`src/inc/fta_pkg.sv`:
```
// Package: register map, field positions, timing and carrier types for the table access block
`default_nettype none
package fta_pkg;
  // Register bus geometry
  localparam int ADDR_W = 5;
  localparam int DATA_W = 32;
  localparam logic [ADDR_W-1:0] OFS_MEM_CTL = 5'h00;
  localparam logic [ADDR_W-1:0] OFS_UNLOCK = 5'h04;
  localparam logic [ADDR_W-1:0] OFS_LATCH = 5'h08;
  localparam logic [ADDR_W-1:0] OFS_PTR_LOW = 5'h0C;
  localparam logic [ADDR_W-1:0] OFS_PTR_HIGH = 5'h10;
  localparam logic [ADDR_W-1:0] OFS_PTR_UPPER = 5'h14;
  localparam logic [ADDR_W-1:0] OFS_TBL_CMD = 5'h18;
  localparam logic [ADDR_W-1:0] OFS_STATUS = 5'h1C;
  localparam logic [1:0] RESP_OKAY = 2'h0;
  localparam logic [1:0] RESP_SLVERR = 2'h2;
  // Memory control field positions
  localparam int MC_START = 1;
  localparam int MC_PERMIT = 2;
  localparam int MC_FAULT = 3;
  localparam int MC_ERASE = 4;
  localparam int MC_CFG = 6;
  // Table command field positions
  localparam int CMD_MODE_LSB = 0;
  localparam int CMD_STORE = 2;
  // Status field positions
  localparam int ST_HALT = 0;
  localparam int ST_TBL_BUSY = 1;
  // Unlock keys
  localparam logic [7:0] KEY_FIRST = 8'h55;
  localparam logic [7:0] KEY_SECOND = 8'hAA;
  // Pointer and holding geometry
  localparam int PTR_W = 22;
  localparam int PTR_LOW_W = 21;
  localparam int HOLD_N = 16;
  localparam int BLOCK_SHIFT = 4;
  localparam int ROW_SHIFT = 6;
  localparam logic [7:0] HOLD_BLANK = 8'hFF;
  localparam logic [7:0] ZERO_BYTE = 8'h00;
  // Self-timed cycle: about 2 ms at a 5 ns clock
  localparam int PROG_TIME_NS = 2000000;
  localparam int CLK_PERIOD_NS = 5;
  localparam int PROG_CYCLES_DEF = PROG_TIME_NS / CLK_PERIOD_NS;
  // Instruction substitution; reserved opcode pattern is arbitrary
  localparam logic [15:0] NOP_WORD = 16'h0000;
  localparam logic [15:0] RSVD_OP_MASK = 16'hFF00;
  localparam logic [15:0] RSVD_OP_VAL = 16'h0100;
  // Pointer actions of a table transfer
  typedef enum logic [1:0] {PTR_KEEP, PTR_POST_INC, PTR_POST_DEC, PTR_PRE_INC} fta_ptr_mode_type;
  // Request bundle toward the flash array
  typedef struct packed {
    logic rd_en;
    logic prog_en;
    logic erase_en;
    logic cfg_sel;
    logic [PTR_W-1:0] addr;
    logic [HOLD_N-1:0] wmask;
    logic [HOLD_N*8-1:0] wdata;
  } fta_flash_req_type;
endpackage
`default_nettype wire

```
`src/design/fta_table_access.sv`:
```
// Table access, holding registers and self-timed program/erase sequencer with AXI4-Lite registers
`default_nettype none
module fta_table_access #(
  parameter int PROG_CYCLES = fta_pkg::PROG_CYCLES_DEF
) (
  // Clock, reset, enable
  input wire logic sys_clk,
  input wire logic sys_rst,
  input wire logic clk_en,
  // AXI4-Lite slave
  input wire logic [fta_pkg::ADDR_W-1:0] s_axi_awaddr,
  input wire logic s_axi_awvalid,
  output logic s_axi_awready,
  input wire logic [fta_pkg::DATA_W-1:0] s_axi_wdata,
  input wire logic [3:0] s_axi_wstrb,
  input wire logic s_axi_wvalid,
  output logic s_axi_wready,
  output logic [1:0] s_axi_bresp,
  output logic s_axi_bvalid,
  input wire logic s_axi_bready,
  input wire logic [fta_pkg::ADDR_W-1:0] s_axi_araddr,
  input wire logic s_axi_arvalid,
  output logic s_axi_arready,
  output logic [fta_pkg::DATA_W-1:0] s_axi_rdata,
  output logic [1:0] s_axi_rresp,
  output logic s_axi_rvalid,
  input wire logic s_axi_rready,
  // Flash array
  output var fta_pkg::fta_flash_req_type flash_req,
  input wire logic [15:0] flash_rd_data,
  // Core instruction fetch
  input wire logic [15:0] fetch_word,
  input wire logic fetch_valid,
  output logic [15:0] instr_word,
  output logic instr_valid,
  output logic fetch_halt
);
  localparam int TMR_W = $clog2(PROG_CYCLES + 1);
  localparam logic [TMR_W-1:0] TMR_LOAD = TMR_W'(PROG_CYCLES);
  localparam logic [TMR_W-1:0] TMR_LAST = TMR_W'(1);
  localparam logic [fta_pkg::PTR_LOW_W-1:0] PTR_ONE = fta_pkg::PTR_LOW_W'(1);

  typedef enum {TS_IDLE, TS_READ, TS_CAPTURE} fta_tbl_state_type;

  logic awready_reg, wready_reg, bvalid_reg, arready_reg, rvalid_reg;
  logic [1:0] bresp_reg, rresp_reg;
  logic [fta_pkg::DATA_W-1:0] rdata_reg;
  logic cfg_reg, erase_reg, fault_reg, permit_reg, start_reg;
  logic stage1_reg, unlocked_reg;
  logic [7:0] latch_reg;
  logic [fta_pkg::PTR_W-1:0] ptr_reg, op_ptr_reg, addr_reg;
  logic [7:0] hold_reg [fta_pkg::HOLD_N];
  logic [fta_pkg::HOLD_N-1:0] wmask_reg;
  logic rd_en_reg, prog_en_reg, erase_en_reg;
  logic [TMR_W-1:0] timer_reg;
  fta_tbl_state_type ts_reg;
  logic [15:0] instr_reg;
  logic instr_valid_reg;

  logic wr_fire, wr_en, wr_hit, start_req, go, bad, done, store_hit;
  logic [7:0] wd;
  logic [fta_pkg::PTR_W-1:0] ptr_inc, ptr_dec, eff_ptr;
  fta_pkg::fta_ptr_mode_type mode;
  logic [fta_pkg::DATA_W-1:0] rd_mux;
  logic rd_hit, op_valid;

  ////////////////////////////////////////////////////////////////////////////
  // Write decode; writes stall while a table read or a timed cycle runs
  assign wr_fire = s_axi_awvalid && s_axi_wvalid && !awready_reg && !bvalid_reg && ts_reg == TS_IDLE && !start_reg;
  assign wr_en = wr_fire && s_axi_wstrb[0];
  assign wd = s_axi_wdata[7:0];
  assign wr_hit = s_axi_awaddr inside {fta_pkg::OFS_MEM_CTL, fta_pkg::OFS_UNLOCK, fta_pkg::OFS_LATCH,
    fta_pkg::OFS_PTR_LOW, fta_pkg::OFS_PTR_HIGH, fta_pkg::OFS_PTR_UPPER, fta_pkg::OFS_TBL_CMD, fta_pkg::OFS_STATUS};
  assign start_req = wr_en && s_axi_awaddr == fta_pkg::OFS_MEM_CTL && wd[fta_pkg::MC_START];
  assign go = start_req && permit_reg && unlocked_reg;
  assign bad = start_req && !go;
  assign done = start_reg && timer_reg == TMR_LAST;

  // Pointer stepping keeps the space-select bit
  assign ptr_inc = {ptr_reg[fta_pkg::PTR_W-1], ptr_reg[fta_pkg::PTR_LOW_W-1:0] + PTR_ONE};
  assign ptr_dec = {ptr_reg[fta_pkg::PTR_W-1], ptr_reg[fta_pkg::PTR_LOW_W-1:0] - PTR_ONE};
  assign mode = fta_pkg::fta_ptr_mode_type'(wd[fta_pkg::CMD_MODE_LSB +: 2]);
  assign eff_ptr = (mode == fta_pkg::PTR_PRE_INC) ? ptr_inc : ptr_reg;
  assign store_hit = wr_en && s_axi_awaddr == fta_pkg::OFS_TBL_CMD && wd[fta_pkg::CMD_STORE];

  ////////////////////////////////////////////////////////////////////////////
  // Write channel: address and data taken together, response raised on the same edge
  always_ff @(posedge sys_clk) begin
    if (sys_rst) begin
      awready_reg <= 1'b0;
      wready_reg <= 1'b0;
      bvalid_reg <= 1'b0;
      bresp_reg <= fta_pkg::RESP_OKAY;
    end else if (clk_en) begin
      awready_reg <= wr_fire;
      wready_reg <= wr_fire;
      if (wr_fire) begin
        bvalid_reg <= 1'b1;
        bresp_reg <= wr_hit ? fta_pkg::RESP_OKAY : fta_pkg::RESP_SLVERR;
      end else if (s_axi_bready) begin
        bvalid_reg <= 1'b0;
      end
    end
  end

  // Read mux; unlock port has no storage behind it
  always_comb begin
    rd_mux = '0;
    rd_hit = 1'b1;
    case (s_axi_araddr)
      fta_pkg::OFS_MEM_CTL: begin
        rd_mux[fta_pkg::MC_CFG] = cfg_reg;
        rd_mux[fta_pkg::MC_ERASE] = erase_reg;
        rd_mux[fta_pkg::MC_FAULT] = fault_reg;
        rd_mux[fta_pkg::MC_PERMIT] = permit_reg;
        rd_mux[fta_pkg::MC_START] = start_reg;
      end
      fta_pkg::OFS_UNLOCK: rd_mux = '0;
      fta_pkg::OFS_LATCH: rd_mux[7:0] = latch_reg;
      fta_pkg::OFS_PTR_LOW: rd_mux[7:0] = ptr_reg[7:0];
      fta_pkg::OFS_PTR_HIGH: rd_mux[7:0] = ptr_reg[15:8];
      fta_pkg::OFS_PTR_UPPER: rd_mux[5:0] = ptr_reg[fta_pkg::PTR_W-1:16];
      fta_pkg::OFS_TBL_CMD: rd_mux = '0;
      fta_pkg::OFS_STATUS: begin
        rd_mux[fta_pkg::ST_HALT] = start_reg;
        rd_mux[fta_pkg::ST_TBL_BUSY] = ts_reg != TS_IDLE;
      end
      default: rd_hit = 1'b0;
    endcase
  end

  // Read channel: arready and rvalid rise on the same edge
  always_ff @(posedge sys_clk) begin
    if (sys_rst) begin
      arready_reg <= 1'b0;
      rvalid_reg <= 1'b0;
      rdata_reg <= '0;
      rresp_reg <= fta_pkg::RESP_OKAY;
    end else if (clk_en) begin
      arready_reg <= 1'b0;
      if (s_axi_arvalid && !rvalid_reg && !arready_reg) begin
        arready_reg <= 1'b1;
        rvalid_reg <= 1'b1;
        rdata_reg <= rd_mux;
        rresp_reg <= rd_hit ? fta_pkg::RESP_OKAY : fta_pkg::RESP_SLVERR;
      end else if (s_axi_rready) begin
        rvalid_reg <= 1'b0;
      end
    end
  end

  ////////////////////////////////////////////////////////////////////////////
  // Unlock sequencer; any other write in between breaks the sequence
  always_ff @(posedge sys_clk) begin
    if (sys_rst) begin
      stage1_reg <= 1'b0;
      unlocked_reg <= 1'b0;
    end else if (clk_en && wr_en) begin
      if (s_axi_awaddr == fta_pkg::OFS_UNLOCK) begin
        stage1_reg <= wd == fta_pkg::KEY_FIRST;
        unlocked_reg <= stage1_reg && wd == fta_pkg::KEY_SECOND;
      end else begin
        stage1_reg <= 1'b0;
        unlocked_reg <= 1'b0;
      end
    end
  end

  // Memory control; there is no bulk-erase control bit at all
  // Fault resets to one: a reset can cut a cycle short and software must see it
  always_ff @(posedge sys_clk) begin
    if (sys_rst) begin
      cfg_reg <= 1'b0;
      erase_reg <= 1'b0;
      fault_reg <= 1'b1;
      permit_reg <= 1'b0;
      start_reg <= 1'b0;
    end else if (clk_en) begin
      if (done) begin
        start_reg <= 1'b0;
        erase_reg <= 1'b0;
        fault_reg <= 1'b0;
      end else if (bad) begin
        fault_reg <= 1'b1;
        permit_reg <= wd[fta_pkg::MC_PERMIT]; // Config select left alone for tracing
      end else if (wr_en && s_axi_awaddr == fta_pkg::OFS_MEM_CTL) begin
        cfg_reg <= wd[fta_pkg::MC_CFG];
        erase_reg <= wd[fta_pkg::MC_ERASE];
        fault_reg <= wd[fta_pkg::MC_FAULT];
        permit_reg <= wd[fta_pkg::MC_PERMIT];
        start_reg <= go;
      end
    end
  end

  // Programming timer, loaded at launch
  always_ff @(posedge sys_clk) begin
    if (sys_rst) begin
      timer_reg <= '0;
    end else if (clk_en) begin
      if (go) begin
        timer_reg <= TMR_LOAD;
      end else if (start_reg) begin
        timer_reg <= timer_reg - TMR_LAST;
      end
    end
  end

  // Array strobes and address of the timed cycle and of table reads
  always_ff @(posedge sys_clk) begin
    if (sys_rst) begin
      prog_en_reg <= 1'b0;
      erase_en_reg <= 1'b0;
      rd_en_reg <= 1'b0;
      addr_reg <= '0;
    end else if (clk_en) begin
      rd_en_reg <= 1'b0;
      if (done) begin
        prog_en_reg <= 1'b0;
        erase_en_reg <= 1'b0;
      end else if (go && wd[fta_pkg::MC_ERASE]) begin
        erase_en_reg <= 1'b1;
        addr_reg <= {ptr_reg[fta_pkg::PTR_W-1:fta_pkg::ROW_SHIFT], {fta_pkg::ROW_SHIFT{1'b0}}};
      end else if (go) begin
        prog_en_reg <= 1'b1;
        addr_reg <= {ptr_reg[fta_pkg::PTR_W-1:fta_pkg::BLOCK_SHIFT], {fta_pkg::BLOCK_SHIFT{1'b0}}};
      end else if (wr_en && s_axi_awaddr == fta_pkg::OFS_TBL_CMD && !wd[fta_pkg::CMD_STORE]) begin
        rd_en_reg <= 1'b1;
        addr_reg <= eff_ptr;
      end
    end
  end

  ////////////////////////////////////////////////////////////////////////////
  // Table pointer and table transfer sequencing
  always_ff @(posedge sys_clk) begin
    if (sys_rst) begin
      ptr_reg <= '0;
      op_ptr_reg <= '0;
      ts_reg <= TS_IDLE;
    end else if (clk_en) begin
      case (ts_reg)
        TS_IDLE: begin
          if (wr_en && s_axi_awaddr == fta_pkg::OFS_PTR_LOW) begin
            ptr_reg[7:0] <= wd;
          end else if (wr_en && s_axi_awaddr == fta_pkg::OFS_PTR_HIGH) begin
            ptr_reg[15:8] <= wd;
          end else if (wr_en && s_axi_awaddr == fta_pkg::OFS_PTR_UPPER) begin
            ptr_reg[fta_pkg::PTR_W-1:16] <= wd[5:0];
          end else if (wr_en && s_axi_awaddr == fta_pkg::OFS_TBL_CMD) begin
            op_ptr_reg <= eff_ptr;
            if (!wd[fta_pkg::CMD_STORE]) begin
              ts_reg <= TS_READ;
            end
            case (mode)
              fta_pkg::PTR_POST_INC, fta_pkg::PTR_PRE_INC: ptr_reg <= ptr_inc;
              fta_pkg::PTR_POST_DEC: ptr_reg <= ptr_dec;
              default: ptr_reg <= ptr_reg;
            endcase
          end
        end
        TS_READ: ts_reg <= TS_CAPTURE;
        TS_CAPTURE: ts_reg <= TS_IDLE;
        default: ts_reg <= TS_IDLE;
      endcase
    end
  end

  // Table latch: written by software or by a table read
  always_ff @(posedge sys_clk) begin
    if (sys_rst) begin
      latch_reg <= fta_pkg::ZERO_BYTE;
    end else if (clk_en) begin
      if (ts_reg == TS_CAPTURE) begin
        latch_reg <= op_ptr_reg[0] ? flash_rd_data[15:8] : flash_rd_data[7:0];
      end else if (wr_en && s_axi_awaddr == fta_pkg::OFS_LATCH) begin
        latch_reg <= wd;
      end
    end
  end

  // Holding bytes and their write mask; blank bytes leave flash untouched
  genvar gi;
  generate
    for (gi = 0; gi < fta_pkg::HOLD_N; gi++) begin : g_hold
      always_ff @(posedge sys_clk) begin
        if (sys_rst) begin
          hold_reg[gi] <= fta_pkg::HOLD_BLANK;
          wmask_reg[gi] <= 1'b0;
        end else if (clk_en) begin
          if (done) begin
            hold_reg[gi] <= fta_pkg::HOLD_BLANK;
          end else if (store_hit && eff_ptr[fta_pkg::BLOCK_SHIFT-1:0] == gi) begin
            hold_reg[gi] <= latch_reg;
          end
          if (go) begin
            wmask_reg[gi] <= hold_reg[gi] != fta_pkg::HOLD_BLANK;
          end
        end
      end
      assign flash_req.wdata[gi*8 +: 8] = hold_reg[gi];
    end
  endgenerate

  // Fetch path; a word is delivered only while no timed cycle runs
  assign op_valid = (fetch_word & fta_pkg::RSVD_OP_MASK) != fta_pkg::RSVD_OP_VAL;
  always_ff @(posedge sys_clk) begin
    if (sys_rst) begin
      instr_reg <= fta_pkg::NOP_WORD;
      instr_valid_reg <= 1'b0;
    end else if (clk_en) begin
      instr_reg <= (fetch_valid && op_valid) ? fetch_word : fta_pkg::NOP_WORD;
      instr_valid_reg <= fetch_valid && !start_reg && !go;
    end
  end

  ////////////////////////////////////////////////////////////////////////////
  // Outputs, all from flip-flops
  assign s_axi_awready = awready_reg;
  assign s_axi_wready = wready_reg;
  assign s_axi_bvalid = bvalid_reg;
  assign s_axi_bresp = bresp_reg;
  assign s_axi_arready = arready_reg;
  assign s_axi_rvalid = rvalid_reg;
  assign s_axi_rdata = rdata_reg;
  assign s_axi_rresp = rresp_reg;
  assign flash_req.rd_en = rd_en_reg;
  assign flash_req.prog_en = prog_en_reg;
  assign flash_req.erase_en = erase_en_reg;
  assign flash_req.cfg_sel = cfg_reg;
  assign flash_req.addr = addr_reg;
  assign flash_req.wmask = wmask_reg;
  assign instr_word = instr_reg;
  assign instr_valid = instr_valid_reg;
  assign fetch_halt = start_reg;

  logic all_blank;
  always_comb begin
    all_blank = 1'b1;
    for (int k = 0; k < fta_pkg::HOLD_N; k++) begin
      all_blank = all_blank && hold_reg[k] == fta_pkg::HOLD_BLANK;
    end
  end
endmodule // fta_table_access
`default_nettype wire

```
`config.mk`:
```
export PLATFORM = sky130hd
export DESIGN_NAME = fta_table_access
export DESIGN_NICKNAME = d
export VERILOG_FILES = /design/src/inc/fta_pkg.sv /design/src/design/fta_table_access.sv
export SDC_FILE = /design/constraint.sdc
export NUM_CORES = 1
export LEC_CHECK = 0
export BUFFER_PORTS_ARGS = -buffer_cell sky130_fd_sc_hd__buf_2
export CORE_MARGIN = 2
export CORE_UTILIZATION = 40
export CTS_CLUSTER_DIAMETER = 120
export DETAILED_ROUTE_END_ITERATION = 12
export GPL_TIMING_DRIVEN = 1
export PLACE_DENSITY = 0.65
export SYNTH_ARGS = -nofsm -noshare
export SYNTH_HDL_FRONTEND = slang
export SYNTH_SLANG_ARGS = --single-unit
```
`constraint.sdc`:
```
create_clock -name sys_clk -period 2.5 [get_ports sys_clk]
set_input_delay 0.5 -clock sys_clk [delete_from_list [all_inputs] [get_ports sys_clk]]
set_output_delay 0.5 -clock sys_clk [all_outputs]
set_load 0.05 [all_outputs]
```
# Word-level counts from Yosys, hierarchy flattened
# Memories as Yosys holds them, arrays and structs flattened.
# Cells that the tools add are included.
# W data, S select, Z words.
# op_classes
bitwise	37
order_cmp	0
addsub	3
div_mod_pow	0
shifts	0
muxes	177
mul	0
n_reduce_logical	95
eq_ne	64
# ops
cell	n
$mux W8	38
$mux W32	5
$ne A8 B8 Y1 const B	16
$mux W1	114
$mux W22	4
$logic_not A32 Y1	2
$pmux W32 S2	1
$logic_and A1 B1 Y1	43
$pmux W21 S2	1
$eq A5 B5 Y1 const B	8
$mux W19	2
$eq A32 B1 Y1 const B	1
$eq A32 B3 Y1 const B	1
$eq A4 B4 Y1 const B	8
$mux W16	2
$or A1 B1 Y1	32
$reduce_bool A32 Y1	1
$reduce_and A6 Y1	5
$reduce_bool A2 Y1	11
$add A21 B1 Y21 const B	1
$mux W21	1
$sub A21 B1 Y21 const B	1
$eq A5 B4 Y1 const B	4
$eq A19 B1 Y1 const B	1
31 further kinds	73
# totals
out_inout_bits	229
romBits	0
ramBits	128
register_bits	163
wordCells	421
memories	1
latch_bits	0
# mem_list
memory	words	word_bits	rd	rd_ports_with_merged_regs	wr	line	rtl
hold_reg	16	8	16	0	16	fta_table_access.sv:52	logic [7:0] hold_reg [fta_pkg::HOLD_N];

# Depth between registers and ports, before layout
# logic_depth
word_depth	15
mapped_depth	9
depth_no_buf	7

# Worst setup path before layout
# OpenSTA, ideal clock, no wires.
# synth_path
path_type	register to register
from	register start_reg, in the netlist fetch_halt
to	memory hold_reg[5][0], in the netlist hold_reg[0][40], enable pin
arrival_time_ps	2407
slack_ps	-236
setup_ps	329
path_stages_with_launch	9
synth_period_minus_slack_ps	2736
path_cell_list	dfxtp_1 clkbuf_1 nand2_1 nor4_1 nand4_1 and2_1 clkbuf_1 clkbuf_1 nand2_1
# synth_rtl
item	line	rtl
start: declaration	fta_table_access.sv:48	logic cfg_reg, erase_reg, fault_reg, permit_reg, start_reg;
start signal: assignment	fta_table_access.sv:191	start_reg <= go;
end: declaration	fta_table_access.sv:52	

==> summary.md <==
| Metric | Value |
|---|---|
| Status | finished, final reports clean |
| DRT iter0 DRCs | 848 |
| Post-synth EDFFs | 128 |
| DR top layer | met4 |
| Gr ovfl total | 0 |
| Static leakage | 5.84 nW |
| Slowest CP cell | nor4_1 |
| Area post-placement | 14900 um^2 |
| Via count | about 11k |
| Synth unique cells | between 70 and 80 |
| Count leader, synth | dfxtp_1 |
| Crit-path max FO | 9 |
| Placeable Area | 31300 um^2 |
| H-Tree Depth | 1 |
| DRC | 0 |
| Reg-to-reg startpoint | s_axi_bvalid$_SDFFE_PP0P_ |
| Layout Area Growth over Synthesis | 26.4% |
| Clk slew on worst S/H paths | 0.06 ns |
| Initial antenna violation count | 0 |
| Area leader, netlist | edfxtp_1 |
| Pin count of the biggest net entering global routing | 118 |
| RSZ-0062 raised after global routing | false |
| Wire length on met2 | 18900 um |
| Worst path required time | 2.79 ns |
| Die Ht | ~180 um |
| First-pass GRT wire length | 60100 um |
| Nets | 1682 |
| CP endpoint kind | register |
| VDD IR max | 471 uV |
| Post-DP HPWL | 28300 um |
| HP Start | fetch_word[7] |
| Clock Tree Buf Depth | 3 |
| Detail-routed via count per cell | 5.46 |
| Layout cell share with drive strength beyond 1 | 35.5% |
| Routability cong. | 0.912 |
| Initial Utilization | 40.4% |
| Fin crit period | between 2 and 2.5 ns |
| M1 WL | between 15000 and 20000 um |
| Vias in the first global route | 10.4k |
| Die X | 182 um |
| Final hold vios | 0 |
| Most Frequent Cell on Critical Path | buf_4 |
| DR WL met3 | 2500 um |
| Layout Utilization | between 50% and 60% |
| Max_cap viols | 0 |
| CP max stage delay | ~0.46 ns |
| Slew @ Worst Pin | 0.966 ns |
| 1st-pass router iterations | 5 |
| Synth Cell Area | roughly 13000 um^2 |
| Max reg flops | 128 |
| Setup violations, final | 0 |
| CTS tree | built |
| Cell depth of the worst setup path | 8 |
| Worst hold path class | in -> reg |
| R2R depth | 8 |
| Clk root buf | clkbuf_16 |
| Post-Syn Instances | 1281 |
| Max-slew headroom | 35.5% |
| FP Rows | 65 |
| Layout Cells excl Fill | between 2k and 2.5k |
| Number of fill cells | between 2k and 3k |
| Most frequent cells after synthesis | dfxtp_1 (131), edfxtp_1 (128), or2_2 (114) |
| Post-synth top flop | dfxtp_1 |
| CP Cell Sequence | buf_4 -> nor4_1 -> nand4_1 -> buf_4 -> nor3_1 -> buf_4 -> nand2_1 -> or2_2 |
| Diode count | 0 |
| Die area | between 30000 and 40000 um^2 |
| Maximum clock frequency | 417 MHz |
| Avg Inst Size Synth | 9.87 um^2 |
| Synth top area cells | edfxtp_1 (30%), dfxtp_1 (21%), or2_2 (5.6%) |
| Hold slack | about 0.19 ns |
| Worst-Skew Late Latency | 0.55 ns |
| Launching element type of the critical path | register |
| #FFs+latches synth | 259 |
| Slew Viols, Final | 0 |
| Clock net sink count | 259 |
| DR WL/cell | 19.4 um |
| Sequential fraction of the synthesis area | 51.1% |
| Worst Hold Depth | 3 |
| Routed wire length | ~39000 um |
| Delay-heaviest family, CP | simple AND/OR/NAND/NOR gates |
| Tcrit/Tclk final | 96.0% |
| Critical path type | reg -> reg |
| Pwr dens | ~600 nW/um^2 |
| Async S/R FF share, synth | 0% |
| I/O pin cnt | 316 |
| Antenna viol nets, final | 0 |
| Ys Warns | 0 |
| Top cell type's share of synthesized area | 30.4% |
| Placed Cells | 1962 |
| Port bufs | around 260 |
| WP buf/inv | 3 |
| Design Area, Final | 16000 um^2 |
| Layout Skew | 0.0145 ns |
| CTS Buf Count | 28 |
| CP startpoint | s_axi_bvalid$_SDFFE_PP0P_ |
| Total Routing Usage GR | 23.2% |
| Critical Path AT | 2.69 ns |
[metal layers]
| metal | global-route usage, % | vias up |
|---|---|---|
| li1 | - | 5241 |
| met1 | 30.3 | 5297 |
| met2 | 40.2 | 403 |
| met3 | 3.49 | 57 |
| met4 | 6.37 | 0 |
| met5 | 0 | - |
[cells by family after synthesis]
logic type,synth area share [%]
adder cells (fa/ha/maj),0.396
other,0.0296
multiplexers,2.96
AO/OA/AOI/OAI,11.8
flip-flops,51.1
AND/OR/NAND/NOR,26.7
buffers and inverters,5.24
XOR/XNOR,1.80
[layout make-up]
type / instances / area, um^2 / area share [%]
repair buffers: 369 / 2270 / 14.2
inverters: 23 / 86.3 / 0.540
clock inverters: 16 / 236 / 1.48
multi-input cells: 910 / 5670 / 35.5
well taps: 402 / 503 / 3.15
flip-flops and latches: 259 / 6470 / 40.4
clock buffers: 36 / 762 / 4.76
[placed cells by master (no fill, tap or decap), types with 16 or more instances in the layout]
| master | synthesis | final |
|---|---|---|
| a21oi_1 | 61 | 60 |
| mux2i_1 | 34 | 34 |
| clkbuf_16 | 0 | 29 |
| inv_1 | 23 | 23 |
| nand2b_1 | 29 | 28 |
| nand4_1 | 59 | 59 |
| buf_4 | 31 | 96 |
| dfxtp_1 | 131 | 130 |
| or2_2 | 114 | 114 |
| conb_1 | 1 | 26 |
| edfxtp_1 | 128 | 128 |
| nor3_1 | 52 | 52 |
| a22oi_1 | 23 | 23 |
| buf_2 | 6 | 261 |
| a211oi_1 | 25 | 25 |
| nand3_1 | 42 | 42 |
| o21ai_0 | 17 | 16 |
| nor2_1 | 101 | 101 |
| nand2_1 | 108 | 98 |
| xnor2_1 | 16 | 16 |
[worst register-to-register path: stages, from the launching register on]
cell and delay [ns]:
dfxtp_1 0.31, buf_4 0.15, nor4_1 0.46, nand4_1 0.14
buf_4 0.19, nor3_1 0.20, buf_4 0.19, nand2_1 0.17
or2_2 0.33
[report_power, final]
part / total, mW / switching (mW) / internal [mW]
combinational: 0.697 / 0.494 / 0.203
sequential: 4.48 / 0.0170 / 4.47
clock: 4.47 / 1.70 / 2.77
[metrics by stage]
stage	total power, mW	setup TNS, ns	setup slack [ns]
after floorplan	5.04	-0.551	-0.00696
after global placement	5.26	-10.81	-0.155
after detailed placement	5.27	-13.40	-0.163
after CTS	9.73	0	0.0191
after global routing	9.96	0	0.0107
final	9.65	0	0.100
[repair_timing]
action                     4_1_cts  5_1_grt
resized for setup                0       15
setup endpoints to repair        0      221
hold buffers                     0        0
buffers inserted                 0        1
[final timing paths]
check        slack (ns)                             to
min reg2reg        0.46     instr_word[9]$_SDFFE_PP0P_
max                 0.1  hold_reg[0][45]$_SDFFCE_PN1P_
max reg2reg         0.1  hold_reg[0][45]$_SDFFCE_PN1P_
min                0.19     instr_word[7]$_SDFFE_PP0P_
Power figures use the tool's default switching activity.
